===== src/verilog/swap_xor_defs.vh =====
// Constants for the swap / xor / direction-load execute block.
// Assumes a 14-bit instruction word and an 8-bit data path.
`ifndef SWAP_XOR_DEFS_VH
`define SWAP_XOR_DEFS_VH
// ****************************************
// Opcode patterns
// ****************************************
`define OPC_SWAP_HI 6'h0E
`define OPC_XORF_HI 6'h06
`define OPC_XORL_HI 6'h3A
`define OPC_DIRL_HI 11'h00C
// ****************************************
// Field positions
// ****************************************
`define DEST_BIT 7
`define DIR_SEL_MIN 3'h5
`define DIR_SEL_MAX 3'h7
// ****************************************
// Direction register file addresses, and reset values for direction and W
// ****************************************
`define DIR_ADDR_5 7'h05
`define DIR_ADDR_6 7'h06
`define DIR_ADDR_7 7'h07
`define DIR_RESET 8'hFF
`define W_RESET 8'h00
`endif


===== src/verilog/swap_xor_dirload_exec.v =====
// Decode and execute of nibble swap, xor literal, xor file, direction load.
// Assumes the core presents one instruction per cycle with the addressed
// file value already read; results are written back by the core.
// How it works
// - Pattern 00 1110 d fffffff swaps nibbles of the addressed value.
// - Nibble swap changes no flags, one word, one cycle.
// - Pattern 11 1010 kkkkkkkk puts W xor literal into W, updates Z.
// - Pattern 00 0110 d fffffff computes W xor file, routed by d.
// - File xor touches only Z, one word, one cycle.
// - Pattern 00 0000 0110 0fff loads W into direction register 5..7.
// - Direction load kept for compatibility; no flags change.
// - Direction registers are also plain addressed registers.
// - Destination 0 writes W, destination 1 writes the file register.
`timescale 1ns/10ps
`include "swap_xor_defs.vh"

module swap_xor_dirload_exec (
   input wire CLK_SYS,
   input wire SRST,
   input wire INSTR_VALID,
   input wire [13:0] INSTR,
   input wire [7:0] FILE_RDATA,
   input wire FILE_WR_EN,
   input wire [6:0] FILE_WR_ADDR,
   input wire [7:0] FILE_WR_DATA,
   input wire [6:0] DIR_RD_ADDR,
   output reg [7:0] W_OUT,
   output reg ZERO_OUT,
   output reg Z_UPDATE,
   output reg F_WR,
   output reg [6:0] F_WR_ADDR,
   output reg [7:0] F_WR_DATA,
   output reg ILLEGAL,
   output reg [7:0] DIR_RDATA,
   output reg [23:0] DIR_ALL
);

// ****************************************
// Decode helpers
// ****************************************
// One bit per direction register; shared by the plain write and the read
function [2:0] addr_hit;
   input [6:0] a;
   begin
      addr_hit = 3'h0;
      if (a == `DIR_ADDR_5) begin
         addr_hit = 3'h1;
      end else if (a == `DIR_ADDR_6) begin
         addr_hit = 3'h2;
      end else if (a == `DIR_ADDR_7) begin
         addr_hit = 3'h4;
      end
   end
endfunction

// Same one-hot form for the load selector; 0..4 select nothing
function [2:0] sel_hit;
   input [2:0] s;
   begin
      sel_hit = 3'h0;
      if (s == `DIR_SEL_MIN) begin
         sel_hit = 3'h1;
      end else if (s == `DIR_SEL_MAX) begin
         sel_hit = 3'h4;
      end else if ((s > `DIR_SEL_MIN) && (s < `DIR_SEL_MAX)) begin
         sel_hit = 3'h2;
      end
   end
endfunction

// ****************************************
// Instruction decode
// ****************************************
wire op_swap;
wire op_xorl;
wire op_xorf;
wire op_dirl;
wire dest_file;
wire [2:0] dir_sel;
wire [2:0] sel_onehot;
wire dir_ok;
wire [2:0] load_hit;
wire [2:0] wr_hit;
wire [2:0] rd_hit;
wire [23:0] nxt_dir;
reg [7:0] w_ff;
reg [7:0] nxt_w;
reg [7:0] nxt_result;
reg [23:0] dir_ff;

assign op_swap = INSTR_VALID && (INSTR[13:8] == `OPC_SWAP_HI);
assign op_xorl = INSTR_VALID && (INSTR[13:8] == `OPC_XORL_HI);
assign op_xorf = INSTR_VALID && (INSTR[13:8] == `OPC_XORF_HI);
assign op_dirl = INSTR_VALID && (INSTR[13:3] == `OPC_DIRL_HI);
assign dest_file = INSTR[`DEST_BIT];
assign dir_sel = INSTR[2:0];
assign sel_onehot = sel_hit(dir_sel);
// Selector values 0..4 name no direction register; flagged, not executed
assign dir_ok = |sel_onehot;
assign load_hit = op_dirl ? sel_onehot : 3'h0;
// Plain writes reach the direction registers like any file register
assign wr_hit = FILE_WR_EN ? addr_hit(FILE_WR_ADDR) : 3'h0;
assign rd_hit = addr_hit(DIR_RD_ADDR);

// ****************************************
// Result datapath
// ****************************************
always @* begin
   nxt_result = 8'h00;
   if (op_swap) begin
      nxt_result = {FILE_RDATA[3:0], FILE_RDATA[7:4]};
   end else if (op_xorf) begin
      nxt_result = w_ff ^ FILE_RDATA;
   end else if (op_xorl) begin
      nxt_result = w_ff ^ INSTR[7:0];
   end
end

// ****************************************
// Accumulator
// ****************************************
// W_OUT mirrors w_ff so the port comes straight from a flip-flop
always @* begin
   nxt_w = w_ff;
   if ((op_swap || op_xorf) && !dest_file) begin
      nxt_w = nxt_result;
   end else if (op_xorl) begin
      nxt_w = nxt_result;
   end
end

always @(posedge CLK_SYS) begin
   if (SRST) begin
      w_ff <= `W_RESET;
      W_OUT <= `W_RESET;
   end else begin
      w_ff <= nxt_w;
      W_OUT <= nxt_w;
   end
end

// ****************************************
// Zero flag
// ****************************************
// Swap and direction load leave the flag alone
always @(posedge CLK_SYS) begin
   if (SRST) begin
      ZERO_OUT <= 1'b0;
      Z_UPDATE <= 1'b0;
   end else begin
      Z_UPDATE <= op_xorl || op_xorf;
      if (op_xorl || op_xorf) begin
         ZERO_OUT <= (nxt_result == 8'h00);
      end
   end
end

// ****************************************
// File write-back
// ****************************************
// The core loops F_WR back; direction registers see it only that way
always @(posedge CLK_SYS) begin
   if (SRST) begin
      F_WR <= 1'b0;
      F_WR_ADDR <= 7'h00;
      F_WR_DATA <= 8'h00;
   end else begin
      F_WR <= (op_swap || op_xorf) && dest_file;
      if ((op_swap || op_xorf) && dest_file) begin
         F_WR_ADDR <= INSTR[6:0];
         F_WR_DATA <= nxt_result;
      end
   end
end

// ****************************************
// Refused selector
// ****************************************
always @(posedge CLK_SYS) begin
   if (SRST) begin
      ILLEGAL <= 1'b0;
   end else begin
      ILLEGAL <= op_dirl && !dir_ok;
   end
end

// ****************************************
// Direction registers
// ****************************************
// Instruction load wins over a same-cycle plain write to the same register
genvar gi;
generate
   for (gi = 0; gi < 3; gi = gi + 1) begin : g_dir
      assign nxt_dir[gi*8 +: 8] = load_hit[gi] ? w_ff :
                                  wr_hit[gi] ? FILE_WR_DATA :
                                  dir_ff[gi*8 +: 8];
   end
endgenerate

always @(posedge CLK_SYS) begin
   if (SRST) begin
      dir_ff <= {3{`DIR_RESET}};
   end else begin
      dir_ff <= nxt_dir;
   end
end

// ****************************************
// Read-back
// ****************************************
always @(posedge CLK_SYS) begin
   if (SRST) begin
      DIR_RDATA <= 8'h00;
      DIR_ALL <= {3{`DIR_RESET}};
   end else begin
      DIR_ALL <= dir_ff;
      if (rd_hit[0]) begin
         DIR_RDATA <= dir_ff[7:0];
      end else if (rd_hit[1]) begin
         DIR_RDATA <= dir_ff[15:8];
      end else if (rd_hit[2]) begin
         DIR_RDATA <= dir_ff[23:16];
      end else begin
         DIR_RDATA <= 8'h00;
      end
   end
end

endmodule // swap_xor_dirload_exec


===== config.mk =====
export PLATFORM = sky130hd
export DESIGN_NAME = swap_xor_dirload_exec
export DESIGN_NICKNAME = d
export VERILOG_FILES = /design/src/verilog/swap_xor_dirload_exec.v
export VERILOG_INCLUDE_DIRS = /design/src /design/src/verilog
export SDC_FILE = /design/constraint.sdc
export NUM_CORES = 1
export LEC_CHECK = 0
export BUFFER_PORTS_ARGS = -buffer_cell sky130_fd_sc_hd__buf_4
export CORE_MARGIN = 2
export CORE_UTILIZATION = 40
export CTS_CLUSTER_SIZE = 24
export DETAILED_ROUTE_END_ITERATION = 8
export PLACE_DENSITY_LB_ADDON = 0.05
export SYNTH_ARGS = -nofsm -noshare
export SYNTH_HDL_FRONTEND = slang
export SYNTH_SLANG_ARGS = --single-unit
export TNS_END_PERCENT = 50

===== constraint.sdc =====
create_clock -name CLK_SYS -period 1.7 [get_ports CLK_SYS]
set_clock_uncertainty 0.05 [all_clocks]
set_input_delay 0.085 -clock CLK_SYS [delete_from_list [all_inputs] [get_ports CLK_SYS]]
set_output_delay 0.085 -clock CLK_SYS [all_outputs]
set_load 0.005 [all_outputs]

==> results of run 1 <==
-- timing repair --
| action | CTS | global route |
|---|---|---|
| hold buffers | 8 | 0 |
| pin swaps | 2 | 0 |
| gates resized for setup | 2 | 5 |
| gates cloned | 0 | 0 |
| endpoints found under the setup margin | 1 | 4 |
| endpoints found under the hold margin | 7 | 0 |
-- critical path, delay by kind of cell (launching register included) --
family,cells,cell delay [ns]
compound gates,3,0.63
simple gates,1,0.50
flops,1,0.37
xor+xnor,1,0.15
-- through the flow --
step | util, % | std cells
after CTS | 56.9 | 654
after detailed placement | 53.8 | 630
after floorplan | - | 391
after global placement | 53.8 | 630
after global routing | 57.0 | 654
final | 57.0 | 654
-- report_power, final --
| group | switching (mW) | internal, mW |
|---|---|---|
| logic | 0.144 | 0.163 |
| clock network | 0.743 | 0.630 |
| registers | 0.00242 | 1.95 |
-- cells in the final DEF, fill, tap and decap left out, drive strengths merged, types with 6 or more instances in the layout --
cell / instances
nand2b: 24
nor2: 31
dfxtp: 83
nand4b: 6
mux2i: 32
nor4: 9
a21oi: 24
clkbuf: 11
xor2: 14
dlygate4sd3: 8
nand2: 35
or2: 24
buf: 148
mux2: 24
-- flip-flops by register name, indices dropped and copies added (netlist names) --
signal,cells
ZERO_OUT,1
F_WR_ADDR,7
dir_ff,24
F_WR_DATA,8
w_ff,8
DIR_ALL,24
Z_UPDATE,1
DIR_RDATA,8
F_WR,1
ILLEGAL,1
-- worst max-delay path by stage --
stage | start | endpoint | slack [ns] | cells past startpoint
3_3_place_gp | INSTR[12] | ZERO_OUT | -0.13 | 6
6_report | w_ff[2] | ZERO_OUT | -0.07 | 5
2_1_floorplan | w_ff[2] | ZERO_OUT | -0.1 | 5
4_1_cts | w_ff[2] | ZERO_OUT | -0.08 | 5
3_5_place_dp | w_ff[2] | ZERO_OUT | -0.14 | 5
5_1_grt | w_ff[2] | ZERO_OUT | -0.13 | 5
-- synth_stat cells, drive strengths merged (6+ instances only) --
cell type,count
a21oi,24
clkbuf,16
dfxtp,83
mux2,24
mux2i,32
nand2,35
nand2b,24
nand4b,6
nor2,31
nor4,9
or2,24
xor2,14
-- metal layers --
metal  wire length, um  up-vias  global-route usage [%]
li1                  -     1673                       -
met5                 0        -                       0
met4               167        0                    5.90
met2              5070       99                    35.9
met3               477       12                    4.37
met1              4560     1531                    25.0
-- cell type report --
class | instances | area, um2
Fill cell | 883 | 3930
Multi-Input combinational cell | 287 | 2010
Sequential cell | 83 | 1670
Timing Repair Buffer | 156 | 1200
Clock buffer | 11 | 151
Tap cell | 111 | 139
Clock inverter | 5 | 42.5
Inverter | 1 | 3.75
-- kinds of logic (layout without fill, tap and decap cells) --
logic type / Yosys count / in the layout / synth area share [%]
AO/OA/AOI/OAI: 52 / 52 / 9.77
XOR/XNOR: 14 / 14 / 3.27
multiplexers: 56 / 56 / 15.7
buffers and inverters: 21 / 173 / 2.53
flip-flops: 83 / 83 / 44.3
AND/OR/NAND/NOR: 165 / 165 / 24.4
==> metrics.txt, run 1 <==
share of the synthesized area in the top cell type 44.3%; Tmin final 1.77 ns; Post-DP Area 4930 um2; final hold violations 0; Antenna Cells 0; clk slew on worst S/H paths 0.09 ns; CTS Buf Count 9; RSZ-0062 raised after global routing true; via count 3315; Die W 101 um; worst-case setup margin in the final layout -0.0731 ns; post-CTS setup buffers 0; die height 101 um; Worst Reg-to-Reg Cells 5; post-route ant nets 0; core area 9150 um2; WP data arrival 2.00 ns; FF-to-FF End ZERO_OUT; Tcrit/Tclk final 104%; GRT Residual Overflow 0; slowest CP cell or4_4; Synth Flop Type dfxtp_1; Layout area overhead 39.1%; post-synthesis async set-or-reset flop share 0%; Pwr Total 3.63 mW; Final TNS setup -0.0731 ns; top post-synthesis cells by area dfxtp_1 (44%), mux2i_1 (8.5%), mux2_2 (4.8%), nand2b_1 (4.0%), or2_2 (4.0%); count of cell types in the netlist 49; DRC 0; worst setup path class reg2reg; clk root buf clkbuf_8; max-cap check violation count 0; Worst-Skew Late Latency 0.35 ns; gpl congestion 0.850; Post-Syn Nets 439; CP required 1.92 ns; FMAX 0.564 GHz; H-tree Lvls 3; drt via density 5.07; All-Layer GR Usage 20.4%; routed length per placed instance 15.7 um; Total Wirelength 10.3 mm; CTS tree done; global-route wire length before repair 16.0 mm; syn avg cell area 9.59 um2; area leader, netlist dfxtp_1; design area 5220 um2; initial core utilization 41.0%; Std-Cell Rows 35; DRT iter0 DRCs 106; num ports 107; DP HPWL 7.75 mm; maximum clock path buffer count 2; pwr dens 695 nW/um2; maximum VDD drop 413 uV; fraction of layout cells with a size suffix above 1 40.0%; CP Launch Type flip-flop; port bufs 106; Clock Sinks 83; final setup fails 1; Max-slew headroom 51.8%; CP cell instances xor2_2 > o211a_1 > or4_4 > o31a_1 > o31ai_2; outcome finished, violations left; Hold Slack 0.0244 ns; Post-synth EDFFs 0; pre-CTS WS -0.141 ns; leakage 2.35 nW; critical path endpoint category flip-flop; DR pass1 iterations 5; Ys Warns 0; vias in the first global route 3159; hold path depth 3; die area 10200 um2; failing checks negative setup slack; hold_sp INSTR[1]; Final nets 586; largest stage delay on the critical path 0.50 ns; Synth Instances 391; Worst R2R Setup Slack -0.07 ns; crit path max fanout 4; Max Slew Vio Count 0; Worst-Margin Slew 0.723 ns; Seq/Total Area, Yosys 44.3%; largest net degree at the start of global routing 76; Yosys reg bits 83; antenna violations before repair 0; Worst Hold Path EP ILLEGAL; Hold WC Path Type in2reg; R2R Path Start w_ff[2]; area of the mapped netlist 3750 um2
Power figures use the tool's default switching activity.
==> run 2: changes to the inputs <==
--- a/config.mk
+++ b/config.mk
@@ -11,6 +11,7 @@
 export CORE_UTILIZATION = 40
 export CTS_CLUSTER_SIZE = 24
 export DETAILED_ROUTE_END_ITERATION = 8
+export GPL_TIMING_DRIVEN = 0
 export PLACE_DENSITY_LB_ADDON = 0.05
 export SYNTH_ARGS = -nofsm -noshare
 export SYNTH_HDL_FRONTEND = slang
==> run 2 against run 1 <==
Compared with the run above: die area unchanged; critical path type unchanged; cell count fell by 2.9%; largest power group unchanged; worst setup slack worse by 0.058 ns; maximum frequency shrank 3.2%; non-clock buffer count decreased by 19; combinational power fell by 7.2%; the flow still finishes with violations (negative setup slack).
==> metrics.txt, run 2 (synthesis gave the netlist of run 1 again) <==
outcome finished, violations left; failing checks negative setup slack; Hold Slack 0.0238 ns; GRT Residual Overflow 0; critical path endpoint category flip-flop; num ports 107; utilization after layout 54.8%; DR pass1 iterations 4; core area 9150 um2; CP required 1.93 ns; Worst-Margin Slew 0.687 ns; DRC 0; final cell count without fillers 635; pwr dens 742 nW/um2; worst-case setup margin in the final layout -0.131 ns; global-route wire length before repair 15.9 mm; maximum VDD drop 427 uV; DP HPWL 7.81 mm; Std-Cell Rows 35; DRT iter0 DRCs 78; RSZ-0062 raised after global routing true; routed length per placed instance 16.3 um; Pwr Total 3.72 mW; placed cells 604; leakage 2.21 nW; Max Slew Vio Count 0; most common cell after layout, fill and taps aside buf_4; Fillers 885; footprint of the multi-input gates 2010 um2; clock share of power 40.1%; Tmin final 1.83 ns; Antenna Cells 0; Comb pwr share 7.7%; crit path max fanout 4; fraction of layout cells with a size suffix above 1 34.4%; clk slew on worst S/H paths 0.09 ns; die height 101 um; final setup fails 1; largest registers DIR_ALL (24), dir_ff (24); max-cap check violation count 0; FMAX 0.546 GHz; gpl congestion 0.854; switching pwr 0.902 mW; Max-slew headroom 54.2%; Post-DP Area 4660 um2; antenna violations before repair 0; WP data arrival 2.06 ns; design area 5020 um2; CTS Buf Count 9; post-route ant nets 0; H-tree Lvls 3; worst setup path class reg2reg; pre-CTS WS -0.475 ns; Hold WC Path Type in2reg; vias in the first global route 3083; final hold violations 0; port bufs 102; most frequent cells in the layout buf_4 (109), dfxtp_1 (78), nand2_1 (35); drt via density 5.16; largest net degree at the start of global routing 16; CP Launch Type flip-flop; Worst-Skew Late Latency 0.35 ns; Total Wirelength 10.3 mm; clk root buf clkbuf_8; Clock Sinks 83; Net Sw Frac 24.2%; maximum clock path buffer count 2; Final TNS setup -0.131 ns; Die W 101 um; CTS tree done; Tcrit/Tclk final 108%; via count 3279; All-Layer GR Usage 20.7%; Register Area 1670 um2; Sequential Power Share 52.3%; Layout area overhead 33.8%; initial core utilization 41.0%; Final nets 567; Cell Int Power 2.82 mW; die area 10200 um2
## run 2: cell types whose count changed in the layout (fill, tap and decap cells not counted), sizes merged
cell      change
clkbuf       +15
clkinv        +1
buf          -35
bufinv        +1
clkinvlp      -1
## run 2: power groups by stage
| stage | Combinational, mW | Clock [mW] | Sequential, mW |
|---|---|---|---|
| 2_1_floorplan | 0.117 | 0 | 1.99 |
| 3_3_place_gp | 0.267 | 0 | 1.99 |
| 3_5_place_dp | 0.269 | 0 | 1.99 |
| 4_1_cts | 0.282 | 1.54 | 1.95 |
| 5_1_grt | 0.309 | 1.62 | 1.95 |
| 6_report | 0.285 | 1.49 | 1.95 |
## run 2: cell type report
type / instances / area share [%]
Timing Repair Buffer: 117 / 17.9
Multi-Input combinational cell: 287 / 40.0
Inverter: 1 / 0.0748
Clock buffer: 10 / 2.74
Sequential cell: 83 / 33.3
Buffer: 20 / 1.82
Clock inverter: 6 / 1.40
Tap cell: 111 / 2.77
## run 2: what timing repair did
action                                  in CTS  in global routing
cloned                                       0                  0
pin swaps                                    2                  4
endpoints found under the setup margin      10                 28
hold buffers                                 8                  0
endpoints found under the hold margin        7                  0
buffers inserted                             3                  4
resized for setup                            4                  3
## run 2: path summary, 6_finish.rpt
path | start | to | slack, ns | cells past startpoint
max | w_ff[1] | ZERO_OUT | -0.13 | 5
min | FILE_RDATA[2] | ZERO_OUT | 0.02 | 3
max reg2reg | w_ff[1] | ZERO_OUT | -0.13 | 5
min reg2reg | F_WR_ADDR[0] | F_WR_ADDR[0] | 0.41 | 2
## run 2: worst max-delay path, cell delays in order, from the launching register on
cell and delay [ns]:
dfxtp_4 0.38, xor2_1 0.17, o211a_1 0.23, or4_1 0.47, o31a_1 0.28, o31ai_2 0.17
## run 2: metal layers
layer  GRT usage, %  routed length (um)  vias up  part of all wire (%)
li1               -                   -     1641                     -
met1           24.7                4480     1525                    43
met2           36.2                5090       96                    49
met3           3.68                 451       17                   4.4
met4           9.17                 301        0                   2.9
met5              0                   0        -                     0
